[src/shared/smp_pkg.sv]
// constants, register map and types shared by the status map parameter table block
package smp_pkg;

    // status register 1 bit positions
    localparam int unsigned SR1_BUSY_POS  = 0;
    localparam int unsigned SR1_WEL_POS   = 1;
    localparam int unsigned SR1_PFAIL_POS = 6;

    // serial command opcodes
    localparam logic [7:0] CMD_WEL_SET   = 8'h06;
    localparam logic [7:0] CMD_SR_READ   = 8'h05;
    localparam logic [7:0] CMD_ADDR_READ = 8'h65;

    // addressed register read framing
    localparam logic [1:0]  ADDR_BYTES_M1  = 2'h2;
    localparam logic [1:0]  DUMMY_BYTES_M1 = 2'h0;
    localparam logic [23:0] SR1_REG_ADDR   = 24'h000000;
    localparam logic [2:0]  LAST_BIT       = 3'h7;

    // apb byte offsets of the block's own registers
    localparam logic [11:0] EVT_STATUS_OFS = 12'h000;
    localparam logic [11:0] EVT_MASK_OFS   = 12'h004;
    localparam logic [11:0] FLAG_STATE_OFS = 12'h008;

    // parameter table register indices; byte address is four times the index
    localparam logic [9:0] PROGRESS_FLAG_DESCRIPTOR_IDX   = 10'h17F;
    localparam logic [9:0] LATCH_WRITE_OPCODE_IDX         = 10'h180;
    localparam logic [9:0] LATCH_READ_OPCODE_IDX          = 10'h181;
    localparam logic [9:0] LATCH_REGISTER_ADDRESS_IDX     = 10'h182;
    localparam logic [9:0] LATCH_DESCRIPTOR_IDX           = 10'h183;
    localparam logic [9:0] PROG_FAIL_WRITE_OPCODE_IDX     = 10'h184;
    localparam logic [9:0] PROG_FAIL_READ_OPCODE_IDX      = 10'h185;
    localparam logic [9:0] PROG_FAIL_REGISTER_ADDRESS_IDX = 10'h186;
    localparam logic [9:0] PROG_FAIL_DESCRIPTOR_IDX       = 10'h187;

    // parameter table contents
    localparam logic [7:0] PROGRESS_FLAG_DESCRIPTOR_VAL   = 8'h90;
    localparam logic [7:0] LATCH_WRITE_OPCODE_VAL         = 8'h06;
    localparam logic [7:0] LATCH_READ_OPCODE_VAL          = 8'h05;
    localparam logic [7:0] LATCH_REGISTER_ADDRESS_VAL     = 8'h00;
    localparam logic [7:0] LATCH_DESCRIPTOR_VAL           = 8'hA1;
    localparam logic [7:0] PROG_FAIL_WRITE_OPCODE_VAL     = 8'h00;
    localparam logic [7:0] PROG_FAIL_READ_OPCODE_VAL      = 8'h65;
    localparam logic [7:0] PROG_FAIL_REGISTER_ADDRESS_VAL = 8'h00;
    localparam logic [7:0] PROG_FAIL_DESCRIPTOR_VAL       = 8'h96;

    // event bits of the status and mask registers
    localparam int unsigned EVT_WEL_SET = 0;
    localparam int unsigned EVT_DONE    = 1;
    localparam int unsigned EVT_PFAIL   = 2;
    localparam int unsigned EVT_W       = 3;

    // synchroniser lanes
    localparam int unsigned SYN_SCLK = 0;
    localparam int unsigned SYN_CS   = 1;
    localparam int unsigned SYN_MOSI = 2;
    localparam int unsigned SYN_W    = 3;

    // serial command decoder states
    typedef enum logic [2:0] {SPI_CMD, SPI_ADDR, SPI_DUMMY, SPI_DATA, SPI_SKIP} smp_spi_state_type;

endpackage

[src/rtl/smp_top.sv]
// status map parameter table: serial status commands, status register 1 and apb view
//
// Functional notes
// - busy flag sits at status bit 0; descriptor position field reads 000.
// - busy reads 1 during internal write; descriptor shows active high, supported.
// - busy descriptor shows addressed set/clear, bit 27 unsupported.
// - opcode 06h sets the write permit latch; host sends it before modifying.
// - opcode 05h returns the register holding the write permit latch.
// - write permit latch lives in volatile status register 1, address 00h.
// - write permit latch occupies status bit 1, position field 001.
// - write permit latch is set by a dedicated direct command.
// - latch descriptor shows supported, active high, not in last address byte.
// - register holding program error accepts no direct write command.
// - opcode 65h addressed read returns the register holding program error.
// - program error lives in status register 1 at register address 00h.
// - program error reads 1 after a failed program, else 0.
// - program error sits at status bit 6, position field 110.
// - program error descriptor shows addressed set/clear, no separate bits.
// - addressed register reads take a three byte register address.
//
// Our own choice: the APB register port.
`timescale 1ns/10ps
`default_nettype none
module smp_top
    import smp_pkg::*;
(
    // clock and reset
    input  wire logic        pclk,
    input  wire logic        presetn,
    // apb slave
    input  wire logic        psel,
    input  wire logic        penable,
    input  wire logic        pwrite,
    input  wire logic [11:0] paddr,
    input  wire logic [31:0] pwdata,
    output logic      [31:0] prdata,
    output logic             pready,
    output logic             pslverr,
    // serial flash pins
    input  wire logic        spi_sclk,
    input  wire logic        spi_cs_n,
    input  wire logic        spi_mosi,
    output logic             spi_miso,
    output logic             spi_miso_oe_n,
    // array engine side
    input  wire logic        array_busy,
    input  wire logic        array_prog_fail,
    output logic             write_permit_latch,
    // interrupt
    output logic             irq
);

    // synchroniser and edge history
    logic [SYN_W-1:0]  syn1_r;
    logic [SYN_W-1:0]  syn2_r;
    logic              sclk_d_r;
    logic              sclk_s;
    logic              cs_n_s;
    logic              mosi_s;
    logic              sclk_rise;
    logic              sclk_fall;

    // serial decoder state
    smp_spi_state_type state_r;
    smp_spi_state_type state_nxt;
    logic [2:0]        bit_cnt_r;
    logic [2:0]        bit_cnt_nxt;
    logic [1:0]        byte_cnt_r;
    logic [1:0]        byte_cnt_nxt;
    logic [7:0]        rx_r;
    logic [7:0]        rx_nxt;
    logic [7:0]        tx_r;
    logic [7:0]        tx_nxt;
    logic [23:0]       addr_r;
    logic [23:0]       addr_nxt;
    logic              miso_r;
    logic              miso_nxt;
    logic              oe_n_r;
    logic              oe_n_nxt;
    logic [7:0]        rx_byte;
    logic [7:0]        reply_byte;
    logic              wel_cmd;

    // flags and events
    logic              wel_r;
    logic              wel_nxt;
    logic              busy_d_r;
    logic              pfail_d_r;
    logic              busy_fall;
    logic              pfail_rise;
    logic [7:0]        sr1;
    logic [EVT_W-1:0]  evt_set;
    logic [EVT_W-1:0]  evt_status_r;
    logic [EVT_W-1:0]  evt_status_nxt;
    logic [EVT_W-1:0]  evt_mask_r;
    logic [EVT_W-1:0]  evt_mask_nxt;
    logic              irq_r;
    logic              irq_nxt;

    // apb slave state
    logic              pready_r;
    logic              pready_nxt;
    logic              pslverr_r;
    logic              pslverr_nxt;
    logic [31:0]       prdata_r;
    logic [31:0]       prdata_nxt;
    logic              apb_fire;
    logic              apb_wr;
    logic [9:0]        apb_idx;

    // pins come from the host's clock domain: two flops before any logic
    genvar gi;
    generate
        for (gi = 0; gi < SYN_W; gi++)
        begin : g_sync
            always_ff @(posedge pclk or negedge presetn)
            begin
                if (!presetn)
                begin
                    syn1_r[gi] <= (gi == SYN_CS) ? 1'b1 : 1'b0;
                    syn2_r[gi] <= (gi == SYN_CS) ? 1'b1 : 1'b0;
                end
                else
                begin
                    syn1_r[gi] <= (gi == SYN_SCLK) ? spi_sclk : (gi == SYN_CS) ? spi_cs_n : spi_mosi;
                    syn2_r[gi] <= syn1_r[gi];
                end
            end
        end
    endgenerate

    // edge detection works only on the second synchroniser stage
    assign sclk_s    = syn2_r[SYN_SCLK];
    assign cs_n_s    = syn2_r[SYN_CS];
    assign mosi_s    = syn2_r[SYN_MOSI];
    assign sclk_rise = sclk_s & ~sclk_d_r;
    assign sclk_fall = ~sclk_s & sclk_d_r;
    assign rx_byte   = {rx_r[6:0], mosi_s};

    // status register 1 image, unused bits read zero
    always_comb
    begin
        sr1 = 8'h00;
        sr1[SR1_BUSY_POS] = array_busy;
        sr1[SR1_WEL_POS] = wel_r;
        sr1[SR1_PFAIL_POS] = array_prog_fail;
    end

    assign reply_byte = (addr_r == SR1_REG_ADDR) ? sr1 : 8'h00;

    // serial decoder: mode 0, sample on rising sclk, shift out on falling sclk
    always_comb
    begin
        state_nxt    = state_r;
        bit_cnt_nxt  = bit_cnt_r;
        byte_cnt_nxt = byte_cnt_r;
        rx_nxt       = rx_r;
        tx_nxt       = tx_r;
        addr_nxt     = addr_r;
        miso_nxt     = miso_r;
        oe_n_nxt     = oe_n_r;
        wel_cmd      = 1'b0;
        if (cs_n_s)
        begin
            // deselect aborts any frame and releases the data pin
            state_nxt    = SPI_CMD;
            bit_cnt_nxt  = 3'h0;
            byte_cnt_nxt = 2'h0;
            addr_nxt     = SR1_REG_ADDR;
            miso_nxt     = 1'b0;
            oe_n_nxt     = 1'b1;
        end
        else if (sclk_rise)
        begin
            rx_nxt      = rx_byte;
            bit_cnt_nxt = bit_cnt_r + 3'h1;
            if (bit_cnt_r == LAST_BIT)
            begin
                case (state_r)
                    SPI_CMD:
                    begin
                        case (rx_byte)
                            CMD_WEL_SET:
                            begin
                                wel_cmd   = 1'b1;
                                state_nxt = SPI_SKIP;
                            end
                            CMD_SR_READ:
                            begin
                                tx_nxt    = sr1;
                                state_nxt = SPI_DATA;
                            end
                            CMD_ADDR_READ:
                            begin
                                byte_cnt_nxt = 2'h0;
                                state_nxt    = SPI_ADDR;
                            end
                            default:
                            begin
                                state_nxt = SPI_SKIP;
                            end
                        endcase
                    end
                    SPI_ADDR:
                    begin
                        addr_nxt     = {addr_r[15:0], rx_byte};
                        byte_cnt_nxt = byte_cnt_r + 2'h1;
                        if (byte_cnt_r == ADDR_BYTES_M1)
                        begin
                            byte_cnt_nxt = 2'h0;
                            state_nxt    = SPI_DUMMY;
                        end
                    end
                    SPI_DUMMY:
                    begin
                        byte_cnt_nxt = byte_cnt_r + 2'h1;
                        if (byte_cnt_r == DUMMY_BYTES_M1)
                        begin
                            tx_nxt    = reply_byte;
                            state_nxt = SPI_DATA;
                        end
                    end
                    // reload each byte so the host sees live flags while polling
                    SPI_DATA:
                    begin
                        tx_nxt = reply_byte;
                    end
                    SPI_SKIP:
                    begin
                        state_nxt = SPI_SKIP;
                    end
                    default:
                    begin
                        state_nxt = SPI_SKIP;
                    end
                endcase
            end
        end
        else if (sclk_fall && (state_r == SPI_DATA))
        begin
            miso_nxt = tx_r[7];
            tx_nxt   = {tx_r[6:0], 1'b0};
            oe_n_nxt = 1'b0;
        end
    end

    // serial decoder registers
    always_ff @(posedge pclk or negedge presetn)
    begin
        if (!presetn)
        begin
            sclk_d_r   <= 1'b0;
            state_r    <= SPI_CMD;
            bit_cnt_r  <= 3'h0;
            byte_cnt_r <= 2'h0;
            rx_r       <= 8'h00;
            tx_r       <= 8'h00;
            addr_r     <= SR1_REG_ADDR;
            miso_r     <= 1'b0;
            oe_n_r     <= 1'b1;
        end
        else
        begin
            sclk_d_r   <= sclk_s;
            state_r    <= state_nxt;
            bit_cnt_r  <= bit_cnt_nxt;
            byte_cnt_r <= byte_cnt_nxt;
            rx_r       <= rx_nxt;
            tx_r       <= tx_nxt;
            addr_r     <= addr_nxt;
            miso_r     <= miso_nxt;
            oe_n_r     <= oe_n_nxt;
        end
    end

    // latch, events and interrupt; array inputs share pclk so need no sync
    assign busy_fall  = busy_d_r & ~array_busy;
    assign pfail_rise = array_prog_fail & ~pfail_d_r;
    assign apb_fire   = psel & penable & pready_r;
    assign apb_wr     = apb_fire & pwrite;
    assign apb_idx    = paddr[11:2];

    always_comb
    begin
        evt_set              = '0;
        evt_set[EVT_WEL_SET] = wel_cmd;
        evt_set[EVT_DONE]    = busy_fall;
        evt_set[EVT_PFAIL]   = pfail_rise;
        // a finished internal write drops the latch; a new set command wins
        wel_nxt = wel_r;
        if (busy_fall)
        begin
            wel_nxt = 1'b0;
        end
        if (wel_cmd)
        begin
            wel_nxt = 1'b1;
        end
        // write one to clear, a same-cycle event still lands
        evt_status_nxt = evt_status_r;
        if (apb_wr && (paddr == EVT_STATUS_OFS))
        begin
            evt_status_nxt = evt_status_r & ~pwdata[EVT_W-1:0];
        end
        evt_status_nxt = evt_status_nxt | evt_set;
        evt_mask_nxt   = evt_mask_r;
        if (apb_wr && (paddr == EVT_MASK_OFS))
        begin
            evt_mask_nxt = pwdata[EVT_W-1:0];
        end
        irq_nxt = |(evt_status_nxt & evt_mask_nxt);
    end

    // flag and event registers
    always_ff @(posedge pclk or negedge presetn)
    begin
        if (!presetn)
        begin
            wel_r        <= 1'b0;
            busy_d_r     <= 1'b0;
            pfail_d_r    <= 1'b0;
            evt_status_r <= '0;
            evt_mask_r   <= '0;
            irq_r        <= 1'b0;
        end
        else
        begin
            wel_r        <= wel_nxt;
            busy_d_r     <= array_busy;
            pfail_d_r    <= array_prog_fail;
            evt_status_r <= evt_status_nxt;
            evt_mask_r   <= evt_mask_nxt;
            irq_r        <= irq_nxt;
        end
    end

    // apb: one wait state, read data and error prepared with pready
    always_comb
    begin
        pready_nxt  = psel & penable & ~pready_r;
        prdata_nxt  = prdata_r;
        pslverr_nxt = 1'b0;
        if (pready_nxt)
        begin
            prdata_nxt = 32'h0000_0000;
            if (paddr[1:0] != 2'h0)
            begin
                pslverr_nxt = 1'b1;
            end
            else if (paddr == EVT_STATUS_OFS)
            begin
                prdata_nxt[EVT_W-1:0] = evt_status_r;
            end
            else if (paddr == EVT_MASK_OFS)
            begin
                prdata_nxt[EVT_W-1:0] = evt_mask_r;
            end
            else if (paddr == FLAG_STATE_OFS)
            begin
                prdata_nxt[7:0] = sr1;
                pslverr_nxt     = pwrite;
            end
            else
            begin
                // constant table bytes
                // writes to the table are refused and change nothing
                pslverr_nxt = pwrite;
                case (apb_idx)
                    PROGRESS_FLAG_DESCRIPTOR_IDX:   prdata_nxt[7:0] = PROGRESS_FLAG_DESCRIPTOR_VAL;
                    LATCH_WRITE_OPCODE_IDX:         prdata_nxt[7:0] = LATCH_WRITE_OPCODE_VAL;
                    LATCH_READ_OPCODE_IDX:          prdata_nxt[7:0] = LATCH_READ_OPCODE_VAL;
                    LATCH_REGISTER_ADDRESS_IDX:     prdata_nxt[7:0] = LATCH_REGISTER_ADDRESS_VAL;
                    LATCH_DESCRIPTOR_IDX:           prdata_nxt[7:0] = LATCH_DESCRIPTOR_VAL;
                    PROG_FAIL_WRITE_OPCODE_IDX:     prdata_nxt[7:0] = PROG_FAIL_WRITE_OPCODE_VAL;
                    PROG_FAIL_READ_OPCODE_IDX:      prdata_nxt[7:0] = PROG_FAIL_READ_OPCODE_VAL;
                    PROG_FAIL_REGISTER_ADDRESS_IDX: prdata_nxt[7:0] = PROG_FAIL_REGISTER_ADDRESS_VAL;
                    PROG_FAIL_DESCRIPTOR_IDX:       prdata_nxt[7:0] = PROG_FAIL_DESCRIPTOR_VAL;
                    default:                        pslverr_nxt     = 1'b1;
                endcase
            end
        end
    end

    // apb registers
    always_ff @(posedge pclk or negedge presetn)
    begin
        if (!presetn)
        begin
            pready_r  <= 1'b0;
            pslverr_r <= 1'b0;
            prdata_r  <= 32'h0000_0000;
        end
        else
        begin
            pready_r  <= pready_nxt;
            pslverr_r <= pslverr_nxt;
            prdata_r  <= prdata_nxt;
        end
    end

    // outputs straight from flops
    assign prdata             = prdata_r;
    assign pready             = pready_r;
    assign pslverr            = pslverr_r;
    assign spi_miso           = miso_r;
    assign spi_miso_oe_n      = oe_n_r;
    assign write_permit_latch = wel_r;
    assign irq                = irq_r;

endmodule
`default_nettype wire

[config.mk]
export PLATFORM = sky130hd
export DESIGN_NAME = smp_top
export DESIGN_NICKNAME = d
export VERILOG_FILES = /design/src/shared/smp_pkg.sv /design/src/rtl/smp_top.sv
export SDC_FILE = /design/constraint.sdc
export NUM_CORES = 1
export LEC_CHECK = 0
export ABC_AREA = 1
export BUFFER_PORTS_ARGS = -buffer_cell sky130_fd_sc_hd__buf_2
export CORE_MARGIN = 3
export CORE_UTILIZATION = 49
export CTS_BUF_LIST = sky130_fd_sc_hd__clkbuf_16
export DETAILED_ROUTE_END_ITERATION = 10
export PLACE_DENSITY = 0.87
export SLEW_MARGIN = 40
export SYNTH_ARGS = -nofsm -noshare
export SYNTH_HDL_FRONTEND = slang
export SYNTH_SLANG_ARGS = --single-unit
[constraint.sdc]
create_clock -name pclk -period 1.54 [get_ports pclk]
set_clock_uncertainty 0.2 [all_clocks]
set_input_delay 0.308 -clock pclk [delete_from_list [all_inputs] [get_ports pclk]]
set_output_delay 0.308 -clock pclk [all_outputs]
set_load 0.005 [all_outputs]
* Word level (Yosys, flattened, before mapping)
Cells that the tools add are included. Widths: inputs -> output; s select.
Cells by class: shift operators 0, magnitude comparators 0, equality and inequality tests 28, multiply operators 0, bitwise gates (word level) 18, multiplexer cells 54, add/sub/neg operators 2, div/mod/pow operators 0, reduce and logical (&&, ||, !) cells 23
Operators by type and width (count):
- $mux 24 | 4
- $eq 10x9->1 const B | 9
- $mux 8 | 7
- $pmux 8 s6 | 1
- $mux 3 | 11
- $logic_not 24->1 | 1
- $pmux 8 s3 | 1
- $mux 1 | 19
- $eq 8x3->1 const B | 2
- $ne 3x3->1 const B | 5
- $reduce_bool 2->1 | 7
- $eq 12x3->1 const B | 1
- $eq 12x4->1 const B | 1
- $logic_not 12->1 | 1
- $pmux 3 s4 | 1
- $mux 2 | 5
- $mux 5 | 2
- $reduce_or 9->1 | 1
- $and 1x1->1 | 8
- $eq 8x7->1 const B | 1
- $mux 7 | 1
- $and 3x3->3 | 2
- $eq 3x2->1 const B | 2
- $not 1->1 | 6
- other kinds (22) | 26
Storage, ports and cells: memory bits (writable) 0, register bits 76, output and inout bits 38, ROM bits 0, input port bits 54, memories kept 0, bits in latches 0

* Logic depth before layout (Yosys ltp)
Gate-level depths: netlist of run 1.
word-level depth 9, gate-level depth with buffers 10

* Worst setup path before layout of run 1
OpenSTA, ideal clock, no wires.
kind flip-flop to flip-flop, start register bit_cnt_r[0], end register state_r[1], buffers on the path 0, data required time 1210 ps, cell stages (with the launch flop) 9, setup time 130 ps, clock period less this slack 1631 ps, arrival 1301 ps, slack -91 ps, path through dfrtp_1 -> ha_1 -> ha_1 -> nand2_1 -> nor2_1 -> o211ai_1 -> nand2_1 -> o211ai_1 -> o21ai_0
On the way: longest elaborated chain between the ends 3
RTL lines:
- from (decl) | RTL line smp_top.sv:66 | logic [2:0] bit_cnt_r;
- from (signal assigned) | RTL line smp_top.sv:266 | bit_cnt_r <= bit_cnt_nxt;
- $eq 3x3->1 | RTL line smp_top.sv:177 | if (bit_cnt_r == LAST_BIT)
- $reduce_bool 2->1 (no line)
- $reduce_and 5->1 (no line)
- to (signal assigned) | RTL line smp_top.sv:265 | state_r <= state_nxt;
- to (decl) | RTL line smp_top.sv:64 | smp_spi_state_type state_r;
No other way between the ends. A chain may end at the register's enable or synchronous reset.

* Worst setup path in the final report of run 1
start register bit_cnt_r[0], end register addr_r[11]
On the way: longest elaborated chain between the ends 3
RTL lines:
- $eq 3x3->1 | RTL line smp_top.sv:177
- $reduce_bool 2->1 (no line)
- $reduce_and 3->1 (no line)
- to (signal assigned) | RTL line smp_top.sv:270 | addr_r <= addr_nxt;
- to (decl) | RTL line smp_top.sv:74 | logic [23:0] addr_r;
No other way between the ends.

==> flow_summary.toml, run 1 <==
[floorplan]
initial_utilization = 0.518
die_x_um = 94.7
rows = 31
core_area_um2 = 7450
chipHeight_um = 94.7
ios = 92
dieArea_um2 = 8970

[min_path]
min_path_type = "in2reg"

[grt]
grt_pass1_wl_um = 15300
antenna_found_initial = 0
grt_start_max_net_pins = 76
overflow = 0
grt_pass1_vias = 3391
track_usage = 0.216

[cts]
cts_buffers = 9
clock_latency_ps = 330
clk_pin_slew_worst_paths_ps = 60
h-tree-depth = 3
cts.sinks = 75
cts_tree = "done"
cts-root-buf = "clkbuf_16"
clock_path_buffers = 2

[routing]
wl_met2_um = 5440
drc_errors = 0
wl_um = 10400
met3_length_um = 610
drt-met1-wl_um = 4030
dr.pass1.iters = 5
vias = 3646
postRouteAntennaNets = 0
routedWlPerCell_um = 14.9
vias_per_cell = 5.21
highest_layer = "met4"
drt_iter0_markers = 246

[yosys]
ys_seq_area_frac = 0.488
syn-cell-area_um2 = 3860
synth_cell_types = 33
yosys-top-cells-count = "101 x nand2_1, 72 x dfrtp_1, 64 x inv_1"
ys.flop_type = "dfrtp_1"
yosysTopAreaCellShare = 0.467
async_flop_share = 1.00
synth_top_area_cell = "dfrtp_1"
synth_cells = 475
ys.warnings.count = 0
synth_edf_count = 0
synth_area_per_cell_um2 = 8.12
ys_ff_latch = 75
yosysMostFrequentCell = "nand2_1"
synth.area.top_cells = "dfrtp_1 47%, nand2_1 9.8%, nand3_1 6.4%, inv_1 6.2%, buf_4 4.9%"

[pwr]
ir_worst_vdd_v = 0.000722
clockPowerShare = 0.440
combPwrFrac = 0.141
sw_frac_of_total = 0.248
internal-power_mw = 3.74
p_total_mw = 4.97
powerDensity_nw_per_um2 = 940
switching_power_mw = 1.23
seqPwrFrac = 0.419
p_leak_nw = 2.69

[outcome]
status = "finished with violations"
violations = "negative setup slack"

[placement]
routabilityCongestion = 0.883
place_ws_ps = -235
placedCellCount = 659
portBuffers = 37
place_area_um2 = 4490
place_hpwl_um = 6160

[critical_path]
worst_path_max_delay_cell = "dfrtp_1"
required_ps = 1540
crit_path_frequent_cell = "buf_6"
reg2reg_slack_ps = -190
end_kind = "register"
cp_num_buf_inv = 2
crit_arrival_ps = 1730
worst_path_dominant_cell_family = "flip-flops"
crit_path_start_kind = "register"
slowest_delay_ps = 350
critPathKind = "reg2reg"
crit_fanout = 6
worstPathCellList = "ha_2, ha_4, nand2_4, buf_6, o21ai_4, buf_6, o22ai_1"

[sta]
hold_viol_final = 0
fin_crit_sh = 1.12
hold_slack_ps = 41.7
fin_crit_ps = 1730
fmax_ghz = 0.579
setup_slack_ps = -186
rsz0062_at_grt = "yes"
slew_violations = 0
setup_viol = 39

[cells_and_area]
n_fill_cell = 506
nets = 656
num_antenna_cells = 0
final_area_um2 = 5290
syn2layout_area_growth_pct = 37.2
drive_above_1_share = 0.336
fin_cells = 700

[job]
max_cap_viol_count = 0
## placed cells by master (no fill, tap or decap), types with 4 or more instances in the layout
cell type	instances
nand2_1	92
dfrtp_1	72
buf_4	64
inv_1	58
nand3_1	42
buf_2	37
nor2_1	27
conb_1	25
o21ai_0	20
o21ai_1	16
inv_2	13
buf_6	12
o22ai_1	11
nand4_1	10
nand2_2	9
nor2_4	9
clkbuf_16	9
nor2_2	7
nand2_4	7
dlygate4sd3_1	6
nand3_4	4
a21oi_1	4
nand3_2	4
o211ai_1	4
o21ai_2	4
## stage by stage
stage               utilization  setup TNS (ps)
finish                    0.711           -5440
global route              0.711           -7970
CTS                       0.667           -1690
detailed placement        0.603           -4880
global placement          0.603           -2700
floorplan                     -            -113
## final cells by class
type | count | area [um^2] | area share
inverters | 74 | 283 | 0.0534
repair buffers | 120 | 881 | 0.166
flip-flops and latches | 75 | 1880 | 0.355
well taps | 99 | 124 | 0.0234
clock buffers | 9 | 225 | 0.0426
clock inverters | 6 | 81.3 | 0.0154
multi-input cells | 317 | 1820 | 0.343
## power by group through the flow
stage | sequential, mW | clock, mW | combinational (mW)
6_report | 2.08 | 2.19 | 0.702
3_3_place_gp | 2.10 | 0 | 0.486
4_1_cts | 2.08 | 2.19 | 0.559
5_1_grt | 2.08 | 2.29 | 0.773
3_5_place_dp | 2.11 | 0 | 0.504
2_1_floorplan | 2.10 | 0 | 0.269
## final timing paths
check                      cells after the start                      from                      to
setup / recovery                               7  bit_cnt_r[0]$_DFFE_PN0N_  addr_r[11]$_DFFE_PN0P_
hold / removal                                 3                   penable        pready$_DFF_PN0_
setup reg to reg                               7  bit_cnt_r[0]$_DFFE_PN0N_  addr_r[11]$_DFFE_PN0P_
hold reg to reg                                0       syn1_r[0]$_DFF_PN0_        sclk_s$_DFF_PN0_
max in group asynchronous                      3                   presetn        cs_n_s$_DFF_PN1_
min in group asynchronous                      3                   presetn     tx_r[4]$_DFFE_PN0P_
## metal layers
metal / vias up / track usage
li1: 1723 / -
met1: 1732 / 0.256
met2: 155 / 0.388
met3: 36 / 0.0510
met4: 0 / 0.0637
met5: - / 0
## timing repair
item                       4_1_cts  5_1_grt
pin swaps                        8       15
setup endpoints to repair       33       46
gates cloned                     0        3
gates resized for setup         22       69
setup buffers                    4       14
hold endpoints to repair        77        0
hold buffers                     6        0
## sequential cells by signal (all words and copies together) (netlist names), 2 cells and up
signal,flops
bit_cnt_r,3
prdata,7
state_r,3
evt_mask_r,3
syn1_r,3
addr_r,24
rx_r,7
evt_status_r,3
tx_r,8
byte_cnt_r,2
## cells by family after synthesis
family                     count (synthesis)  synth area share
other                                      1          0.000972
DFF                                       75             0.488
AOI/OAI and AO/OA                         68             0.101
buffers and inverters                    107             0.130
and+or+nand+nor                          219             0.264
adders and majority gates                  5            0.0162
## tightest hold or removal path: cells and delay by family
kind                   cells  cell delay [ps]
and+or+nand+nor            2              130
buffers and inverters      1               90
No activity file was read; power rests on OpenSTA's default activity.
==> run 2, diff against run 1 <==
--- a/config.mk
+++ b/config.mk
@@ -12,6 +12,7 @@
 export CTS_BUF_LIST = sky130_fd_sc_hd__clkbuf_16
 export DETAILED_ROUTE_END_ITERATION = 10
 export PLACE_DENSITY = 0.87
+export RECOVER_POWER = 25
 export SLEW_MARGIN = 40
 export SYNTH_ARGS = -nofsm -noshare
 export SYNTH_HDL_FRONTEND = slang
==> run 2 against run 1 <==
Effect of this change: the run still ends with negative setup slack left; non-clock buffer count did not move; final cell count is the same; final area down 0.26%; hold slack improved by 2.3 ps; critical endpoint unchanged.
==> flow_summary.toml, run 2 (same netlist as run 1, synthesis figures left out) <==
[floorplan]
die_x_um = 94.7
rows = 31
core_area_um2 = 7450
ios = 92
chipHeight_um = 94.7
initial_utilization = 0.518
dieArea_um2 = 8970

[grt]
grt_start_max_net_pins = 76
antenna_found_initial = 0
grt_pass1_wl_um = 15300
track_usage = 0.216
overflow = 0
grt_pass1_vias = 3391

[sta]
hold_viol_final = 0
setup_viol = 39
fin_crit_ps = 1730
fin_crit_sh = 1.12
setup_tns_ps = -5440
slew_headroom = 0.565
fmax_ghz = 0.579
worstMarginPinSlew_ps = 652
slew_violations = 0
rsz0062_at_grt = "yes"
setup_slack_ps = -187

[critical_path]
worstReg2RegStart = "bit_cnt_r[0]$_DFFE_PN0N_"
end_kind = "register"
crit_path_start_kind = "register"
reg2reg_slack_ps = -190
required_ps = 1540
worstRegToRegCells = 7
crit_start = "bit_cnt_r[0]$_DFFE_PN0N_"
r2r-end = "addr_r[11]$_DFFE_PN0P_"
crit_fanout = 6
crit_arrival_ps = 1730
critPathKind = "reg2reg"
crit_end = "addr_r[11]$_DFFE_PN0P_"

[placement]
routabilityCongestion = 0.883
portBuffers = 37
place_hpwl_um = 6160

[routing]
wl_um = 10400
postRouteAntennaNets = 0
drc_errors = 0
dr.pass1.iters = 4
routedWlPerCell_um = 14.8
drt_iter0_markers = 236
vias = 3598
vias_per_cell = 5.14

[cts]
clk_pin_slew_worst_paths_ps = 60
cts_buffers = 9
cts_tree = "done"
clock_path_buffers = 2
cts-root-buf = "clkbuf_16"
clock_latency_ps = 330
cts.sinks = 75
h-tree-depth = 3

[job]
max_cap_viol_count = 0

[cells_and_area]
registers.top_by_ff_count = "addr_r"
mostFrequentLayoutCells = "92 x nand2_1, 72 x dfrtp_1, 64 x buf_4, 58 x inv_1, 42 x nand3_1"
drive_above_1_share = 0.331
largestRegisters = "addr_r (24), tx_r (8)"
largest_register_ffs = 24
num_antenna_cells = 0
layout_commonest_cell = "nand2_1"
syn2layout_area_growth_pct = 36.9
nets = 656

[pwr]
ir_worst_vdd_v = 0.000759
powerDensity_nw_per_um2 = 942
p_leak_nw = 2.68
p_total_mw = 4.97

[outcome]
violations = "negative setup slack"
status = "finished with violations"

[min_path]
min_path_type = "in2reg"
==> run 2: cell count changes in the layout (fill, tap and decap cells not counted) <==
cell / delta
buf_6: +1
buf_2: -2
nor2_2: -1
clkbuf_1: +2
buf_12: -1
nor2_1: +1
==> run 2: per-layer routing <==
layer  track usage  wire [um]  up-vias
li1              -          -     1727
met1         0.256       4060     1699
met2         0.388       5400      137
met3        0.0510        566       35
met4        0.0637        359        0
met5             0          0        -
==> run 2: critical path: stages, from the launching register on <==
cell and delay (ps):
dfrtp_1 360, ha_2 200, ha_4 150, nand2_4 50, buf_6 130, o21ai_4 240
buf_6 180, o22ai_1 90
==> run 2: area by class of cell <==
class	instances	area, um^2
clock buffer	9	225
clock inverter	6	81.3
fill	512	2170
inverter	74	283
multi-input combinational	317	1810
sequential	75	1880
tap	99	124
timing repair buffer	120	870
==> run 2: worst min-delay path by stage <==
stage,start,to,cells past startpoint
floorplan,presetn,addr_r[0]$_DFFE_PN0P_,0
global placement,syn1_r[2]$_DFF_PN0_,mosi_s$_DFF_PN0_,0
detailed placement,syn1_r[0]$_DFF_PN0_,sclk_s$_DFF_PN0_,0
CTS,penable,pready$_DFF_PN0_,3
global route,penable,pready$_DFF_PN0_,3
finish,penable,pready$_DFF_PN0_,3
==> run 2: timing repair <==
| item | in CTS | in global routing |
|---|---|---|
| resized for setup | 22 | 69 |
| hold endpoints to repair | 77 | 0 |
| gates cloned | 0 | 3 |
| pin swaps | 8 | 15 |
| hold buffers | 6 | 0 |
| setup buffers | 4 | 14 |
| setup endpoints to repair | 33 | 46 |
==> run 2: report_power, final <==
group / switching (mW) / internal, mW / leakage [nW]
clock network: 0.793 / 1.40 / 0.150
registers: 0.0464 / 2.04 / 0.986
logic: 0.394 / 0.302 / 1.55
==> run 2: through the flow <==
step	utilization	instance area (um^2)	worst slack, ps	std cells	hold slack, ps
2_1_floorplan	-	3970	-16.8	499	-188
3_3_place_gp	0.603	4490	-193	659	134
3_5_place_dp	0.603	4490	-235	659	140
4_1_cts	0.667	4970	-146	684	37.1
5_1_grt	0.709	5280	-282	700	70.2
6_report	0.709	5280	-187	700	44.1
==> run 3, diff against run 2 <==
--- a/config.mk
+++ b/config.mk
@@ -6,12 +6,13 @@
 export NUM_CORES = 1
 export LEC_CHECK = 0
 export ABC_AREA = 1
+export ABC_CLOCK_PERIOD_IN_PS = 1950
 export BUFFER_PORTS_ARGS = -buffer_cell sky130_fd_sc_hd__buf_2
 export CORE_MARGIN = 3
-export CORE_UTILIZATION = 49
+export CORE_UTILIZATION = 50
 export CTS_BUF_LIST = sky130_fd_sc_hd__clkbuf_16
 export DETAILED_ROUTE_END_ITERATION = 10
-export PLACE_DENSITY = 0.87
+export PLACE_DENSITY = 0.85
 export RECOVER_POWER = 25
 export SLEW_MARGIN = 40
 export SYNTH_ARGS = -nofsm -noshare
==> constraint.sdc (replaced) <==
create_clock -name pclk -period 1.95 [get_ports pclk]
set_clock_uncertainty 0.2 [all_clocks]
set_input_delay 0.39 -clock pclk [delete_from_list [all_inputs] [get_ports pclk]]
set_output_delay 0.39 -clock pclk [all_outputs]
set_load 0.005 [all_outputs]
==> run 3 against run 2 <==
Effect of this change: the flow now finishes without violations; count of clock-buffer cells in the layout did not move; final cell count fell by 10%; clock power fell by 36%; hold slack got worse by 10 ps; sequential share of layout area rose by 7.3 points; final area fell by 17%; power fell by 33%; first-iteration DRC count fell by 11%; sequential power fell by 21%; routed wire length fell by 27%; setup slack improved by 330 ps; global-route usage fell by 3.6 points.
==> flow_summary.toml, run 3 (same netlist as run 1, synthesis figures left out) <==
[critical_path]
crit_fanout = 4
worst_path_max_delay_cell = "dfrtp_1"
worst_path_dominant_cell_family = "adder cells"
crit_arrival_ps = 1810
end_kind = "register"
crit_path_start_kind = "register"
slowest_delay_ps = 390
worstReg2RegStart = "bit_cnt_r[0]$_DFFE_PN0N_"
worstRegToRegCells = 8
cp_num_buf_inv = 0
r2r-end = "state_r[1]$_DFFE_PN0P_"
reg2reg_slack_ps = 150
worstPathCellList = "ha_1, ha_1, nand2_1, nor2_1, o211ai_1, nand2_1, o211ai_1, o21ai_0"
critPathKind = "reg2reg"
required_ps = 1960

[grt]
grt_pass1_vias = 3026
overflow = 0
antenna_found_initial = 0
grt_start_max_net_pins = 76
track_usage = 0.180
grt_pass1_wl_um = 12800

[pwr]
combPwrFrac = 0.087
powerDensity_nw_per_um2 = 762
sw_frac_of_total = 0.244
ir_worst_vdd_v = 0.000456
p_leak_nw = 2.25
seqPwrFrac = 0.491
switching_power_uw = 813
clockPowerShare = 0.422
internal-power_mw = 2.52

[sta]
fin_crit_sh = 0.925
fmax_ghz = 0.555
hold_slack_ps = 33.6
fin_crit_ps = 1800
hold_viol_final = 0
setup_viol = 0
slew_violations = 0
setup_tns_ps = 0
slew_headroom = 0.340
worstMarginPinSlew_ps = 990
rsz0062_at_grt = "no"

[job]
max_cap_viol_count = 0

[cts]
post-cts-setup-buffer-count = 0
h-tree-depth = 3
cts.sinks = 75
cts_tree = "done"
cts_resized = 0
clk_pin_slew_worst_paths_ps = 60
cts-root-buf = "clkbuf_16"
clock_path_buffers = 2
clock_latency_ps = 330
cts_buffers = 9

[cells_and_area]
mostFrequentLayoutCells = "101 x nand2_1, 72 x dfrtp_1, 65 x inv_1, 49 x nand3_1"
layout_commonest_cell = "nand2_1"
num_antenna_cells = 0
final_area_um2 = 4380
n_fill_cell = 655
drive_above_1_share = 0.160
syn2layout_area_growth_pct = 13.6
largestRegisters = "addr_r (24), tx_r (8)"
registers.top_by_ff_count = "addr_r"
fin_cells = 629
nets = 585
largest_register_ffs = 24

[outcome]
status = "complete, no violations"

[routing]
dr.pass1.iters = 5
routedWlPerCell_um = 12.0
vias = 3200
vias_per_cell = 5.09
drt_iter0_markers = 211
drc_errors = 0
postRouteAntennaNets = 0
wl_um = 7560

[floorplan]
core_area_um2 = 7370
rows = 31
die_x_um = 93.8
chipHeight_um = 93.8
ios = 92
initial_utilization = 0.523
dieArea_um2 = 8800

[placement]
place_hpwl_um = 5510
placedCellCount = 610
portBuffers = 37
routabilityCongestion = 0.934
place_area_um2 = 4110

[min_path]
min_path_type = "in2reg"
holdPathEnd = "busy_d_r$_DFF_PN0_"
hold_depth = 1
min_from = "array_busy"
[run 3: changes by cell type in the layout (fill, tap and decap cells not counted), moves of 9 or more]
cell     change
o21ai_1     -10
buf_6       -13
o21ai_0     +15
buf_4       -57
nand2_1      +9
[run 3: power groups by stage]
stage          clock, mW  combinational, mW  sequential, mW
2_1_floorplan          0              0.211            1.66
3_3_place_gp           0              0.277            1.66
3_5_place_dp           0              0.287            1.67
4_1_cts             1.44              0.296            1.64
5_1_grt             1.51              0.337            1.65
6_report            1.41              0.291            1.64
[run 3: worst max path at each step]
stage | endpoint | depth (start not counted) | startpoint | slack (ps)
final | state_r[1]$_DFFE_PN0P_ | 8 | bit_cnt_r[0]$_DFFE_PN0N_ | 150
after floorplan | state_r[1]$_DFFE_PN0P_ | 8 | bit_cnt_r[0]$_DFFE_PN0N_ | 320
after detailed placement | prdata[0]$_DFFE_PN0P_ | 9 | paddr[7] | 50
after CTS | state_r[1]$_DFFE_PN0P_ | 8 | bit_cnt_r[0]$_DFFE_PN0N_ | 150
after global placement | irq$_DFF_PN0_ | 11 | paddr[5] | 100
after global routing | tx_r[3]$_DFFE_PN0P_ | 10 | state_r[1]$_DFFE_PN0P_ | 0.3
[run 3: layout make-up]
type                            instances  area [um^2]  share of cell area
Sequential cell                        75         1880               0.429
Multi-Input combinational cell        317         1570               0.357
Timing Repair Buffer                   49          283              0.0646
Inverter                               74          278              0.0634
Clock buffer                            9          225              0.0514
Tap cell                               99          124              0.0283
Clock inverter                          6         25.0             0.00571
[run 3: metrics by stage]
step	power (mW)	worst slack (ps)	utilization
2_1_floorplan	1.87	319	-
3_3_place_gp	1.94	98.5	0.557
3_5_place_dp	1.95	52.0	0.557
4_1_cts	3.37	153	0.596
5_1_grt	3.49	0.289	0.594
6_report	3.34	147	0.594
[run 3: repair_timing]
action / 4_1_cts / 5_1_grt
endpoints found under the setup margin: 0 / 2
hold buffers: 4 / 0
endpoints found under the hold margin: 75 / 0
[run 3: metal layers]
metal | GRT usage | routed length, um | vias up
met4 | 0.0915 | 228 | 0
met1 | 0.230 | 3400 | 1458
li1 | - | - | 1586
met5 | 0 | 0 | -
met2 | 0.290 | 3470 | 129
met3 | 0.0385 | 463 | 27
